**config.mk**
```make
export PLATFORM = sky130hd
export DESIGN_NAME = mpps_sequencer
export DESIGN_NICKNAME = d
export VERILOG_FILES = /design/src/shared/mpps_pkg.sv /design/src/mpps_sequencer.sv
export SDC_FILE = /design/constraint.sdc
export NUM_CORES = 1
export LEC_CHECK = 0
export BUFFER_PORTS_ARGS = -buffer_cell sky130_fd_sc_hd__buf_2
export CORE_AREA = 4 4 217 219
export CTS_CLUSTER_DIAMETER = 60
export CTS_CLUSTER_SIZE = 40
export DETAILED_ROUTE_END_ITERATION = 12
export DIE_AREA = 0 0 221 223
export PLACE_DENSITY = 0.69
export SYNTH_ARGS = -nofsm -noshare
export SYNTH_HDL_FRONTEND = slang
export SYNTH_SLANG_ARGS = --single-unit
```
**constraint.sdc**
```tcl
create_clock -name clk_sys -period 6.7 [get_ports clk_sys]
set_input_delay 0.335 -clock clk_sys [delete_from_list [all_inputs] [get_ports clk_sys]]
set_output_delay 0.335 -clock clk_sys [all_outputs]
set_load 0.02 [all_outputs]
```
**src/shared/mpps_pkg.sv**
```systemverilog
// shared constants, states and carriers of the multiphase phase sequencer
package mpps_pkg;
    // channel count and data widths
    localparam int NCH = 4;
    localparam int DW = 16;
    localparam int STAT_W = 3;
    // register word addresses on the plain register port
    localparam logic [2:0] ADDR_CTRL = 3'h0;
    localparam logic [2:0] ADDR_PERIOD = 3'h1;
    localparam logic [2:0] ADDR_STATUS = 3'h2;
    localparam logic [2:0] ADDR_MASK = 3'h3;
    localparam logic [2:0] ADDR_INFO = 3'h4;
    // field positions
    localparam int CTRL_EN_BIT = 0;
    localparam int STAT_OV_BIT = 0;
    localparam int STAT_UV_BIT = 1;
    localparam int STAT_PG_BIT = 2;
    // values after reset
    localparam logic CTRL_EN_RST = 1'b1;
    localparam logic [DW-1:0] PERIOD_RST = 16'h001E;
    localparam logic [STAT_W-1:0] MASK_RST = 3'h0;
    // rounding term and divisors for the window and slot arithmetic
    localparam logic [DW:0] WIN_ROUND = 17'h00002;
    localparam logic [DW:0] WIN_DIV = 17'h00003;
    localparam logic [DW-1:0] THIRD_DIV = 16'h0003;
    // phase count codes, taken from {strap4, strap3}
    localparam logic [1:0] CFG_FOUR = 2'h0;
    localparam logic [1:0] CFG_TWO = 2'h1;
    localparam logic [1:0] CFG_THREE = 2'h2;
    localparam logic [1:0] CFG_ONE = 2'h3;
    // active channel masks per count
    localparam logic [NCH-1:0] ACT_FOUR = 4'hF;
    localparam logic [NCH-1:0] ACT_THREE = 4'h7;
    localparam logic [NCH-1:0] ACT_TWO = 4'h3;
    localparam logic [NCH-1:0] ACT_ONE = 4'h1;
    // sequencer states, gray along idle-capture-softstart-run
    typedef enum logic [1:0] {
        ST_IDLE = 2'b00,
        ST_CAPT = 2'b01,
        ST_SOFT = 2'b11,
        ST_RUN = 2'b10
    } mpps_state_e;
    // asynchronous pin inputs, synchronised together
    typedef struct packed {
        logic enable;
        logic strap3;
        logic strap4;
        logic softDone;
        logic underV;
        logic overV;
        logic [NCH-1:0] rampCross;
    } mpps_pins_s;
    // register port request
    typedef struct packed {
        logic [2:0] addr;
        logic [DW-1:0] wdata;
        logic wr;
        logic rd;
    } mpps_bus_s;
endpackage

```
**src/mpps_sequencer.sv**
```systemverilog
// phase termination, forced off time, sample-and-hold and supervisory outputs
`timescale 1ns/10ps
module mpps_sequencer
    import mpps_pkg::*;
#(
    parameter int CW = 8
) (
    // clock and reset
    input wire logic clk_sys,
    input wire logic nrst,
    // asynchronous pins: enable, straps, supervisors, ramp comparators
    input wire mpps_pins_s pinsIn,
    // per-channel sense current from the converter, same clock
    input wire logic [NCH-1:0][CW-1:0] channelSenseCurrent,
    // register port
    input wire mpps_bus_s busIn,
    output logic [DW-1:0] rdData,
    output logic irq,
    // phase outputs to the gate drivers
    output logic [NCH-1:0] phaseOut,
    output logic driverEnableOut,
    // sample-and-hold results
    output logic [NCH-1:0] sampling,
    output logic [NCH-1:0][CW-1:0] sampledCurrent,
    // open-drain power good and the overvoltage latch
    output logic powerGoodFlagOut,
    output logic powerGoodFlagOe,
    output logic overvoltageLatchOut
);

    // reset synchroniser stages
    logic rstMeta;
    logic rstSync;
    // pin synchroniser stages
    mpps_pins_s pinMeta;
    mpps_pins_s pins;
    // sequencer state and captured configuration
    mpps_state_e state;
    mpps_state_e next_state;
    logic [1:0] phaseCfg;
    logic [1:0] next_phaseCfg;
    logic ovLatch;
    logic next_ovLatch;
    logic pgRelease;
    logic next_pgRelease;
    // termination clock counter
    logic [DW-1:0] periodCnt;
    logic [DW-1:0] next_periodCnt;
    // channel state
    logic [NCH-1:0] next_phaseOut;
    logic [NCH-1:0] next_sampling;
    logic [NCH-1:0][DW-1:0] offCnt;
    logic [NCH-1:0][DW-1:0] next_offCnt;
    logic [NCH-1:0][CW-1:0] next_sampledCurrent;
    // registers
    logic ctrlEnable;
    logic next_ctrlEnable;
    logic [DW-1:0] period;
    logic [DW-1:0] next_period;
    logic [STAT_W-1:0] status;
    logic [STAT_W-1:0] next_status;
    logic [STAT_W-1:0] mask;
    logic [STAT_W-1:0] next_mask;
    logic [DW-1:0] next_rdData;
    // derived timing
    logic [DW:0] winSum;
    logic [DW-1:0] winLen;
    logic [DW-1:0] quarter;
    logic [DW-1:0] half;
    logic [DW-1:0] third;
    logic [NCH-1:0][DW-1:0] offs;
    logic [NCH-1:0] active;
    logic enabled;
    logic running;
    logic [STAT_W-1:0] events;

    // reset release through two flip-flops
    // assertion is immediate; release waits two edges so all flops leave reset together
    always_ff @(posedge clk_sys or negedge nrst) begin
        if (!nrst) begin
            rstMeta <= 1'b0;
            rstSync <= 1'b0;
        end else begin
            rstMeta <= 1'b1;
            rstSync <= rstMeta;
        end
    end

    // two-stage synchroniser for every pin input
    // straps ride along with the other pins; they are read only in capture, so skew is harmless
    always_ff @(posedge clk_sys or negedge rstSync) begin
        if (!rstSync) begin
            pinMeta <= '0;
            pins <= '0;
        end else begin
            pinMeta <= pinsIn;
            pins <= pinMeta;
        end
    end

    // window length rounds the third up, slot offsets per phase count
    // rounding up keeps the sample on short periods; quarter slots use the floor,
    // so the last slot of four may run a little long
    always_comb begin
        winSum = {1'b0, period} + WIN_ROUND;
        winLen = DW'(winSum / WIN_DIV);
        quarter = period >> 2;
        half = period >> 1;
        third = period / THIRD_DIV;
        offs = '0;
        active = ACT_FOUR;
        unique case (phaseCfg)
            CFG_FOUR: begin
                active = ACT_FOUR;
                offs[1] = quarter;
                offs[2] = quarter + quarter;
                offs[3] = quarter + quarter + quarter;
            end
            CFG_TWO: begin
                active = ACT_TWO;
                offs[1] = half;
            end
            CFG_THREE: begin
                active = ACT_THREE;
                offs[1] = third;
                offs[2] = third + third;
            end
            CFG_ONE: begin
                active = ACT_ONE;
            end
        endcase
    end

    // sequencer control: enable, strap capture, soft-start, faults
    // overvoltage stops switching at once but keeps the state; only a disable
    // sends the sequence back through capture and soft-start
    always_comb begin
        enabled = pins.enable && ctrlEnable;
        next_state = state;
        next_phaseCfg = phaseCfg;
        next_ovLatch = ovLatch;
        if (!enabled) begin
            // disable clears the latch and rearms soft-start
            next_state = ST_IDLE;
            next_ovLatch = 1'b0;
        end else begin
            unique case (state)
                ST_IDLE: next_state = ST_CAPT;
                ST_CAPT: begin
                    // straps are frozen here, before any switching
                    next_phaseCfg = {pins.strap4, pins.strap3};
                    next_state = ST_SOFT;
                end
                ST_SOFT: begin
                    if (pins.softDone) begin
                        next_state = ST_RUN;
                    end
                end
                ST_RUN: next_state = ST_RUN;
            endcase
            if (pins.overV && state != ST_IDLE) begin
                next_ovLatch = 1'b1;
            end
        end
        running = (state == ST_SOFT || state == ST_RUN) && !ovLatch;
        // released only in run, pulled low on undervoltage
        next_pgRelease = enabled && state == ST_RUN && !pins.underV;
        next_periodCnt = '0;
        if (running) begin
            // termination clock: one tick per switching period
            // a period written below the count wraps at once instead of running on
            next_periodCnt = (periodCnt >= period - 16'h0001) ? '0 : periodCnt + 16'h0001;
        end
    end

    // control registers
    always_ff @(posedge clk_sys or negedge rstSync) begin
        if (!rstSync) begin
            state <= ST_IDLE;
            phaseCfg <= CFG_FOUR;
            ovLatch <= 1'b0;
            pgRelease <= 1'b0;
            periodCnt <= '0;
        end else begin
            state <= next_state;
            phaseCfg <= next_phaseCfg;
            ovLatch <= next_ovLatch;
            pgRelease <= next_pgRelease;
            periodCnt <= next_periodCnt;
        end
    end

    // per-channel termination, forced off, sample window and hold
    // a phase falls only on its termination tick or on a stop; the forced off time
    // reuses the window counter, so the earliest rise is one cycle after the window
    always_comb begin
        next_phaseOut = phaseOut;
        next_sampling = sampling;
        next_offCnt = offCnt;
        next_sampledCurrent = sampledCurrent;
        for (int k = 0; k < NCH; k++) begin
            if (!running || !active[k]) begin
                // idle channel: low, not sampling
                next_phaseOut[k] = 1'b0;
                next_sampling[k] = 1'b0;
                next_offCnt[k] = '0;
            end else if (periodCnt == offs[k]) begin
                // termination tick: drop the phase and open the window
                next_phaseOut[k] = 1'b0;
                next_sampling[k] = 1'b1;
                next_offCnt[k] = winLen - 16'h0001;
            end else if (offCnt[k] != '0) begin
                // forced off time counting down
                next_offCnt[k] = offCnt[k] - 16'h0001;
            end else if (sampling[k]) begin
                // window closes: hold the value until the next window ends
                next_sampling[k] = 1'b0;
                next_sampledCurrent[k] = channelSenseCurrent[k];
            end else if (pins.rampCross[k]) begin
                // set high, stays high until the next termination
                next_phaseOut[k] = 1'b1;
            end
        end
    end

    // channel registers
    always_ff @(posedge clk_sys or negedge rstSync) begin
        if (!rstSync) begin
            phaseOut <= '0;
            sampling <= '0;
            offCnt <= '0;
            sampledCurrent <= '0;
        end else begin
            phaseOut <= next_phaseOut;
            sampling <= next_sampling;
            offCnt <= next_offCnt;
            sampledCurrent <= next_sampledCurrent;
        end
    end

    // register writes, sticky status, read data one cycle later
    // unmapped writes leave every register alone and unmapped reads return zero
    // events are edges of registered supervisory state, so each one fires once
    always_comb begin
        next_ctrlEnable = ctrlEnable;
        next_period = period;
        next_mask = mask;
        next_status = status;
        next_rdData = '0;
        // events: overvoltage latch, power good drop, power good release
        events = '0;
        events[STAT_OV_BIT] = next_ovLatch && !ovLatch;
        events[STAT_UV_BIT] = pgRelease && !next_pgRelease && pins.underV;
        events[STAT_PG_BIT] = next_pgRelease && !pgRelease;
        if (busIn.wr) begin
            unique case (busIn.addr)
                ADDR_CTRL: next_ctrlEnable = busIn.wdata[CTRL_EN_BIT];
                ADDR_PERIOD: next_period = busIn.wdata;
                ADDR_STATUS: next_status = status & ~busIn.wdata[STAT_W-1:0];
                ADDR_MASK: next_mask = busIn.wdata[STAT_W-1:0];
                default: next_status = status;
            endcase
        end
        // a new event wins over a clear in the same cycle
        next_status = next_status | events;
        if (busIn.rd) begin
            unique case (busIn.addr)
                ADDR_CTRL: next_rdData = {15'h0000, ctrlEnable};
                ADDR_PERIOD: next_rdData = period;
                ADDR_STATUS: next_rdData = {13'h0000, status};
                ADDR_MASK: next_rdData = {13'h0000, mask};
                // info: phases, ov latch, pg released, config, state
                ADDR_INFO: next_rdData = {6'h00, phaseOut, ovLatch, pgRelease, phaseCfg, state};
                default: next_rdData = '0;
            endcase
        end
    end

    // register file storage
    // read data fall back to zero the cycle after a read
    always_ff @(posedge clk_sys or negedge rstSync) begin
        if (!rstSync) begin
            ctrlEnable <= CTRL_EN_RST;
            period <= PERIOD_RST;
            status <= '0;
            mask <= MASK_RST;
            rdData <= '0;
        end else begin
            ctrlEnable <= next_ctrlEnable;
            period <= next_period;
            status <= next_status;
            mask <= next_mask;
            rdData <= next_rdData;
        end
    end

    // outputs built from registers
    // power good is open drain: its data stay low and the enable does the work
    assign irq = |(status & mask);
    assign driverEnableOut = (state != ST_IDLE) && !ovLatch;
    assign powerGoodFlagOut = 1'b0;
    assign powerGoodFlagOe = !pgRelease;
    assign overvoltageLatchOut = ovLatch;

    genvar g;
    for (g = 0; g < NCH; g++) begin : g_chk

    end
endmodule // mpps_sequencer

```
======== After elaboration in Yosys (flattened, before gate mapping) ========
Cells that the tools add are included.
word-level totals
  bits of input ports ..................... 65
  memories ................................ 0
  bits in read-only memories .............. 0
  flip-flop bits (word level) ............. 187
  bits in writable memories ............... 0
  latch bits .............................. 0
cells by class
  bitwise gates (word level) .............. 16
  $add $sub $neg .......................... 11
  divide/modulo/power cells ............... 2
  muxes and demuxes ....................... 59
  $lt $le $gt $ge ......................... 1
  shift operators ......................... 0
  $mul .................................... 0
  equality and inequality tests ........... 22
  reductions and logical operators ........ 54
operators with widths
  operator                                             number
  two-way mux 16 bit                                   16
  subtractor 16 x 1 -> 16 bit (second input constant)  6
  case mux 16 bit (5 select lines)                     1
  nonzero test 16 bit                                  4
  equality test 16 bit                                 3
  case mux 16 bit (3 select lines)                     1
  two-way mux 1 bit                                    34
  case mux 16 bit (2 select lines)                     1
  nonzero test 3 bit                                   8
  adder 16 x 2 -> 17 bit (second input constant)       1
  divider 17 x 2 -> 17 bit (second input constant)     1
  adder 15 x 14 -> 16 bit                              1
  adder 16 x 1 -> 16 bit (second input constant)       1
  adder 16 bit                                         1
  divider 16 x 2 -> 16 bit (second input constant)     1
  greater-or-equal comparator 16 bit                   1
  zero test 16 bit                                     1
  case mux 4 bit (4 select lines)                      1
  AND reduction 4 bit                                  4
  adder 14 x 14 -> 15 bit                              1
  != test 3 bit (second input constant)                5
  != test 3 x 1 -> 1 bit (second input constant)       4
  inverter 1 bit                                       12
  AND reduction 3 bit                                  4
  other kinds (19)                                     52

======== Longest topological paths before layout ========
Gate-level depths: netlist of the first run.
  word-level depth ........................ 7
  gate-level depth with buffers ........... 53
  depth with buffers taken out ............ 45

======== Least setup slack after synthesis of the first run ========
Ideal clock, no wire load.
  path kind ............................... flip-flop to flip-flop
  start ................................... register period[4]
  end ..................................... register offCnt[44] in the netlist's numbering
  arrival ................................. 11.282 ns
  required time ........................... 6.601 ns
  setup slack ............................. -4.681 ns
  setup time .............................. 0.099 ns
  stages on the path, launching flop included .. 51
  path through ............................ dfstp_2 > ha_1 > nand4_2 > nor3_1 > nor2_1 > inv_1 > ha_1 > or4b_2 > o311ai_0 > mux2_2 > buf_2 > nor2_1 > a22o_1 > or3_1 > buf_2 > o31a_1 > nor3_4 > o211ai_4 > [... 15 more ...] > nand2_2 > a311o_1 > nor3_2 > xnor2_1 > ha_1 > or3_1 > or3b_1 > nor4_1 > o211ai_1 > o211ai_1 > nand3_1 > inv_1 > ha_1 > nand2_1 > nor3b_1 > xnor2_1 > nor2_1 > a311oi_1
between the ends
  longest elaborated chain between the ends .. 6
  elaborated cells between the ends (all ways) .. 11
  classes of those cells .................. add/sub: 4; div: 2; eq/ne: 1; mux: 3; reduce/logical: 1
ends and longest elaborated chain
  item                                                            RTL line               RTL
  start, declared                                                 mpps_sequencer.sv:58   logic [DW-1:0] period;
  start signal, assigned                                          mpps_sequencer.sv:290  period <= next_period;
  branches (longest 6 deep; another with adder 16 x 2 -> 17 bit)  n/a
  end signal, assigned                                            mpps_sequencer.sv:236  offCnt <= next_offCnt;
  end, declared                                                   mpps_sequencer.sv:52   logic [NCH-1:0][DW-1:0] offCnt;
Parallel ways; which one is timed is not known.
A chain may end at the register's enable or synchronous reset.

======== Worst setup path in the final report of the first run ========
  start ................................... register period[1]
  end ..................................... register offCnt[10] in the netlist's numbering
between the ends
  longest elaborated chain between the ends .. 5
ends and longest elaborated chain
  item                         RTL line               RTL
  adder 16 x 2 -> 17 bit       mpps_sequencer.sv:105  winSum = {1'b0, period} + WIN_ROUND;
  divider 17 x 2 -> 17 bit     mpps_sequencer.sv:106  winLen = DW'(winSum / WIN_DIV);
  subtractor 16 x 1 -> 16 bit  mpps_sequencer.sv:211  next_offCnt[k] = winLen - 16'h0001;
  two-way mux 16 bit           mpps_sequencer.sv:207  end else if (periodCnt == offs[k]) begin
  two-way mux 16 bit           mpps_sequencer.sv:202  if (!running || !active[k]) begin
Every way passes these cells.

==> flow_summary_export.csv, run 1 <==
group,metric,value,unit
logic_synthesis,syn_area_per_cell,7.90,µm²
timing,layout_min_cycle_time,11040,ps
routing,post_route_wl,77600,µm
worst_setup_path,critical_path.slowest_cell,"sky130_fd_sc_hd__dfstp_2",
routing,routedWlPerCell,19.6,µm
logic_synthesis,yosys_most_used_dff,"sky130_fd_sc_hd__dfrtp_1",
routing,drt-pass1-iter-count,6,
timing,final.period_utilization,165,%
worst_setup_path,required_time_of_the_worst_setup_path,6990,ps
global_routing,pin_count_of_the_biggest_net_entering_global_routing,76,
global_routing,first_global_vias,23490,
routing,vias_per_cell,6.00,
clock_network,clkLatencyLatePin,480,ps
floorplanning,chipWidth,221,µm
layout,syn2layout_area_growth,54.2,%
routing,m1WireLength,31600,µm
clock_network,ctsRootBufferMaster,"sky130_fd_sc_hd__clkbuf_16",
placement,dpl.cell_count,3799,
routing,highest-signal-layer,"met4",
layout,antenna-diode-count,0,
timing,max-slew-margin-rel,5.81,%
clock_network,clock-sinks,187,
routing,remaining_drc_errors,0,
layout,filler_cell_count,3566,
min_path,worst_hold_path_type,"in -> reg",
placement,total_half_perimeter_wirelength_after_legalization_and_detailed_placement,56200,µm
clock_network,cts_tree,"built",
logic_synthesis,synth_net_count,2619,
worst_setup_path,critical_path_s_most_frequent_cell,"sky130_fd_sc_hd__buf_4",
placement,port_buffers,124,
logic_synthesis,ys_types,131,
floorplanning,i_o_pins,126,
floorplanning,dieArea,49300,µm²
timing,timing.setup.tns,-317390,ps
placement,pre_cts_slack,-4740,ps
logic_synthesis,asyncSetResetFlopFracSynth,100,%
logic_synthesis,netlist_instances,2488,
run_status,run_status,"finished with violations",
clock_network,tritoncts.num_buffers,17,
layout,instances_no_fill,3967,
clock_network,ctsLongestPathBuffers,2,
floorplanning,design.core.area,45100,µm²
run_status,violated_checks,"setup timing",
layout,most-common-layout-cells,"sky130_fd_sc_hd__buf_4 (785), sky130_fd_sc_hd__nor2_1 (248), sky130_fd_sc_hd__nand2_1 (205), sky130_fd_sc_hd__dfrtp_1 (179), sky130_fd_sc_hd__xnor2_1 (125)",
routing,route.antenna.remaining_nets,0,
timing,worst_slack,-4340,ps
floorplanning,die_y,223,µm
worst_setup_path,crit_path_category,"reg -> reg",
worst_setup_path,cp_data_arrival_time,11340,ps
worst_setup_path,critPathMaxFanout,7,
placement,globalplace.congestion,0.954,
floorplanning,effective_utilization_at_floorplan,43.6,%
routing,routed-wl-met3,4880,µm
timing,worst_slew_pin_slew,1410,ps
timing,finalClockSkew,20.1,ps
logic_synthesis,synth-edff-count,0,
flow_run,max_cap_violations,0,
layout,drive_gt1_share,43.5,%
timing,final-max-slew-violation-count,0,
timing,final-hold-violation-count,0,
worst_setup_path,critical-path-max-stage-delay,600,ps
floorplanning,rows,78,
logic_synthesis,syn-cell-area,19700,µm²
timing,final_count_of_negative_setup_slack_endpoints,84,
global_routing,wire_length_of_the_first_global_routing_pass,122000,µm
timing,grt_setup_unrepaired,"true",
worst_setup_path,critical_path.endpoint_type,"register",
layout,final_common_cell,"sky130_fd_sc_hd__buf_4",
global_routing,grt.overflow.total,0,
layout,finish.net_count,3485,
routing,vias,23803,
logic_synthesis,ys_seq_area_share,23.8,%
timing,fmax,90.6,MHz
layout,finish.utilization,67.2,%
worst_setup_path,cp-start-kind,"register",
logic_synthesis,synth_seq_cells,187,
logic_synthesis,yosys_warnings,0,
routing,route.met2.wl,37700,µm
routing,first_drt_iteration_drcs,2017,
global_routing,initial_antenna_violation_count,1,
clock_network,cts.clk_slew.worst_paths,90,ps
global_routing,grtUsageTotal,29.6,%
clock_network,htree_num_levels,4,
==> through the flow <==
step	hold WS, ps	cell area [µm²]
global route	68.4	30300
detailed placement	125	26700
finish	77.1	30300
global placement	120	26700
CTS	62.4	29600
floorplan	39.4	20600
==> logic make-up (layout without fill, tap and decap cells) <==
kind of cell / count (synthesis) / count (layout) / share of synthesized area [%]
AOI/OAI and AO/OA: 700 / 700 / 25.4
xor gates and xnor gates: 224 / 224 / 10.4
adders and majority gates: 67 / 67 / 4.29
buffers and inverters: 187 / 1066 / 3.99
DFF: 187 / 187 / 23.8
muxes: 81 / 81 / 4.44
other: 2 / 2 / 0.0382
and+or+nand+nor: 1040 / 1040 / 27.6
==> synthesized netlist by cell type, types with 27 or more instances <==
cell                         n  area share, %
sky130_fd_sc_hd__nand3_1    97            2.5
sky130_fd_sc_hd__nand4_1    36            1.1
sky130_fd_sc_hd__xnor2_1   141            6.3
sky130_fd_sc_hd__nand2b_1   31           0.99
sky130_fd_sc_hd__inv_1      49           0.94
sky130_fd_sc_hd__xor2_1     75            3.3
sky130_fd_sc_hd__nand2_1   218            4.2
sky130_fd_sc_hd__a21oi_1   135            3.4
sky130_fd_sc_hd__mux2i_1    38            1.9
sky130_fd_sc_hd__and3_1     45            1.4
sky130_fd_sc_hd__a211oi_1   52            2.0
sky130_fd_sc_hd__o22ai_1    34            1.1
sky130_fd_sc_hd__mux2_2     33            1.9
sky130_fd_sc_hd__ha_1       65            4.1
sky130_fd_sc_hd__a31oi_1    41            1.3
sky130_fd_sc_hd__or3_1      46            1.5
sky130_fd_sc_hd__and2_1     27           0.86
sky130_fd_sc_hd__dfrtp_1   182             23
sky130_fd_sc_hd__clkbuf_1   88            1.7
sky130_fd_sc_hd__nor2_1    269            5.1
sky130_fd_sc_hd__nor4_1     42            1.3
sky130_fd_sc_hd__o21ai_0   121            3.1
sky130_fd_sc_hd__nor3_1     92            2.3
==> layer usage <==
| layer | vias to the layer above | GRT usage [%] |
|---|---|---|
| li1 | 11029 | - |
| met1 | 11584 | 37.0 |
| met2 | 947 | 50.6 |
| met3 | 243 | 4.99 |
| met4 | 0 | 12.5 |
| met5 | - | 0 |
==> state kept, by name (all words and copies together), names as in the netlist, 2 cells and up <==
register	count
phaseOut	4
pinMeta	10
pins	10
offCnt	64
status	3
period	16
rdData	16
sampledCurrent	32
mask	3
phaseCfg	2
sampling	4
periodCnt	16
state	2
==> critical path, delay by kind of cell (launching register included) <==
kind	cells	cell delay (ps)
AND/OR/NAND/NOR	17	4200
AO/OA/AOI/OAI	13	3010
buffers and inverters	9	1320
XOR/XNOR	5	720
flip-flops	1	600
multiplexers	2	590
adder cells (fa/ha/maj)	2	340
==> layout make-up <==
type / count / area, µm² / share of cell area [%]
Clock buffer: 17 / 425 / 1.40
Clock inverter: 15 / 219 / 0.722
Inverter: 58 / 240 / 0.793
Multi-Input combinational cell: 2114 / 16600 / 54.9
Sequential cell: 187 / 4690 / 15.5
Tap cell: 600 / 751 / 2.48
Timing Repair Buffer: 976 / 7340 / 24.2
==> path summary, 6_finish.rpt <==
path                       cells after the start                 end  slack (ps)                    start
max in group asynchronous                      1           period[8]        4770                  rstSync
setup reg to reg                              48          offCnt[10]       -4340                period[1]
setup / recovery                              48          offCnt[10]       -4340                period[1]
hold reg to reg                                0             pins[1]         350               pinMeta[1]
min in group asynchronous                      2             rstSync         180                     nrst
hold / removal                                 2  sampledCurrent[21]          80  channelSenseCurrent[21]
==> what timing repair did <==
item | 4_1_cts | 5_1_grt
endpoints found under the hold margin | 12 | 0
gates cloned | 0 | 0
resized for setup | 291 | 97
endpoints found under the setup margin | 84 | 84
setup buffers | 101 | 30
pin swaps | 127 | 42
hold buffers | 11 | 0
Power of run 1 is left out: the tool's default activity adds up to more than one toggle a clock period on the data nets, which glitch-free logic cannot reach.
==> run 2: changes to the inputs <==
Settings changed: CELL_PAD_IN_SITES_DETAIL_PLACEMENT from default to 0, CELL_PAD_IN_SITES_GLOBAL_PLACEMENT from default to 2, CORE_AREA 4 4 217 219 to 4 4 233 235, DIE_AREA 0 0 221 223 to 0 0 237 239, PLACE_DENSITY 0.69 to 0.91.
==> flow_summary_export.csv, run 2 (synthesized netlist as in run 1, its figures left out) <==
group,metric,value,unit
clock_network,clkLatencyLatePin,490,ps
layout,finish.utilization,58.0,%
worst_setup_path,critical-path-max-stage-delay,610,ps
clock_network,ctsRootBufferMaster,"sky130_fd_sc_hd__clkbuf_16",
layout,filler_cell_count,4569,
worst_setup_path,crit_path_category,"reg -> reg",
floorplanning,i_o_pins,126,
layout,number_of_flip_flops_in_the_largest_register,64,
clock_network,cts.clk_slew.worst_paths,90,ps
run_status,run_status,"finished with violations",
routing,routedWlPerCell,19.0,µm
timing,finalClockSkew,15.9,ps
timing,grt_setup_unrepaired,"true",
worst_setup_path,worstReg2RegEnd,"offCnt[42]",
run_status,violated_checks,"setup timing",
layout,finish.net_count,3491,
placement,port_buffers,124,
routing,vias_per_cell,5.77,
worst_setup_path,first_element_of_the_critical_path,"period[2]",
timing,fmax,92.3,MHz
floorplanning,chipWidth,237,µm
global_routing,first_global_vias,22994,
clock_network,clock-sinks,187,
layout,drive_gt1_share,42.9,%
timing,final_count_of_negative_setup_slack_endpoints,84,
floorplanning,die_y,239,µm
global_routing,initial_antenna_violation_count,0,
layout,postLayoutCellArea,30300,µm²
timing,max-slew-margin-rel,21.9,%
timing,final-max-slew-violation-count,0,
timing,final-hold-violation-count,0,
worst_setup_path,worst_r2r_path_depth,49,
layout,largest_registers,"offCnt x64, sampledCurrent x32",
global_routing,wire_length_of_the_first_global_routing_pass,122000,µm
worst_setup_path,critical_path_s_most_frequent_cell,"sky130_fd_sc_hd__buf_4",
global_routing,grt.overflow.total,0,
worst_setup_path,cp_data_arrival_time,11230,ps
min_path,worstHoldPathCells,3,
worst_setup_path,critical_path.slowest_cell,"sky130_fd_sc_hd__dfstp_2",
worst_setup_path,required_time_of_the_worst_setup_path,7100,ps
worst_setup_path,critPathMaxFanout,10,
routing,post_route_wl,77300,µm
worst_setup_path,cp-start-kind,"register",
floorplanning,design.core.area,52200,µm²
worst_setup_path,reg2reg_setup_slack,-4130,ps
worst_setup_path,cp-endpoint,"offCnt[42]",
worst_setup_path,critical_path.endpoint_type,"register",
placement,placement.cell_area,27000,µm²
layout,final_common_cell,"sky130_fd_sc_hd__buf_4",
placement,globalplace.congestion,0.907,
placement,pre_cts_slack,-4520,ps
worst_setup_path,r2r_start,"period[2]",
layout,antenna-diode-count,0,
clock_network,htree_num_levels,4,
layout,largest-register,"offCnt",
floorplanning,dieArea,56600,µm²
layout,syn2layout_area_growth,54.0,%
routing,remaining_drc_errors,0,
global_routing,grtUsageTotal,25.9,%
routing,route.antenna.remaining_nets,0,
clock_network,tritoncts.num_buffers,17,
floorplanning,rows,84,
routing,drt-pass1-iter-count,6,
min_path,worst_hold_path_type,"in -> reg",
timing,final.period_utilization,162,%
routing,vias,23413,
routing,first_drt_iteration_drcs,1858,
flow_run,max_cap_violations,0,
clock_network,cts_tree,"built",
timing,layout_min_cycle_time,10830,ps
clock_network,ctsLongestPathBuffers,2,
timing,worst_slack,-4130,ps
timing,worst_slew_pin_slew,1170,ps
global_routing,pin_count_of_the_biggest_net_entering_global_routing,79,
floorplanning,effective_utilization_at_floorplan,37.6,%
placement,total_half_perimeter_wirelength_after_legalization_and_detailed_placement,57900,µm
layout,most-common-layout-cells,"sky130_fd_sc_hd__buf_4 (807), sky130_fd_sc_hd__nor2_1 (250), sky130_fd_sc_hd__nand2_1 (210), sky130_fd_sc_hd__dfrtp_1 (179), sky130_fd_sc_hd__xnor2_1 (128)",
-- run 2: cell types whose count changed in the layout (fill, tap and decap cells not counted), moves of 6 or more --
cell	previous run	this run
sky130_fd_sc_hd__buf_6	44	27
sky130_fd_sc_hd__mux2_4	15	21
sky130_fd_sc_hd__nand2_2	12	4
sky130_fd_sc_hd__inv_12	0	6
sky130_fd_sc_hd__buf_4	785	807
-- run 2: worst min path at each step --
stage | start | to | slack (ps)
floorplan | nrst | rstMeta | 40
global placement | nrst | rstMeta | 120
detailed placement | nrst | rstSync | 120
CTS | busIn[16] | period[14] | 40
global route | channelSenseCurrent[10] | sampledCurrent[10] | 70
finish | busIn[16] | period[14] | 70
-- run 2: timing repair --
item                                    4_1_cts  5_1_grt
pin swaps                                   100       57
gates resized for setup                     233      101
hold buffers                                 11        0
cloned                                        1        0
endpoints found under the setup margin       84       84
setup buffers                                84       33
hold endpoints to repair                     12        0
-- run 2: per-stage QoR --
step | setup TNS [ps] | hold slack (ps) | std cells
final | -308030 | 65.5 | 4061
after global routing | -342110 | 68.4 | 4061
after detailed placement | -337460 | 123 | 3904
after global placement | -309850 | 120 | 3904
after CTS | -289100 | 41.3 | 4028
after floorplan | -263590 | 39.4 | 2488
-- run 2: critical path: cells and delay by family (launching register included) --
family                   cells  cell delay [ps]
multiplexers                 2              600
adder cells (fa/ha/maj)      2              420
XOR/XNOR                     2              490
AND/OR/NAND/NOR             18             4220
flip-flops                   1              610
AO/OA/AOI/OAI               15             3010
buffers and inverters       10             1350
-- run 2: area by class of cell --
| cell class | count | area, µm² | share of cell area (%) |
|---|---|---|---|
| multi-input combinational | 2114 | 16500 | 54.5 |
| timing repair buffer | 982 | 7340 | 24.2 |
| sequential | 187 | 4690 | 15.5 |
| tap | 688 | 861 | 2.84 |
| clock buffer | 17 | 425 | 1.41 |
| inverter | 58 | 244 | 0.806 |
| clock inverter | 15 | 219 | 0.723 |
-- run 2: per-layer routing --
metal / track usage [%] / wire length (µm)
met1: 33.3 / 33000
met2: 44.9 / 38300
met3: 3.10 / 3440
met4: 9.22 / 2590
met5: 0 / 0
Power of run 2 is left out for the same reason.
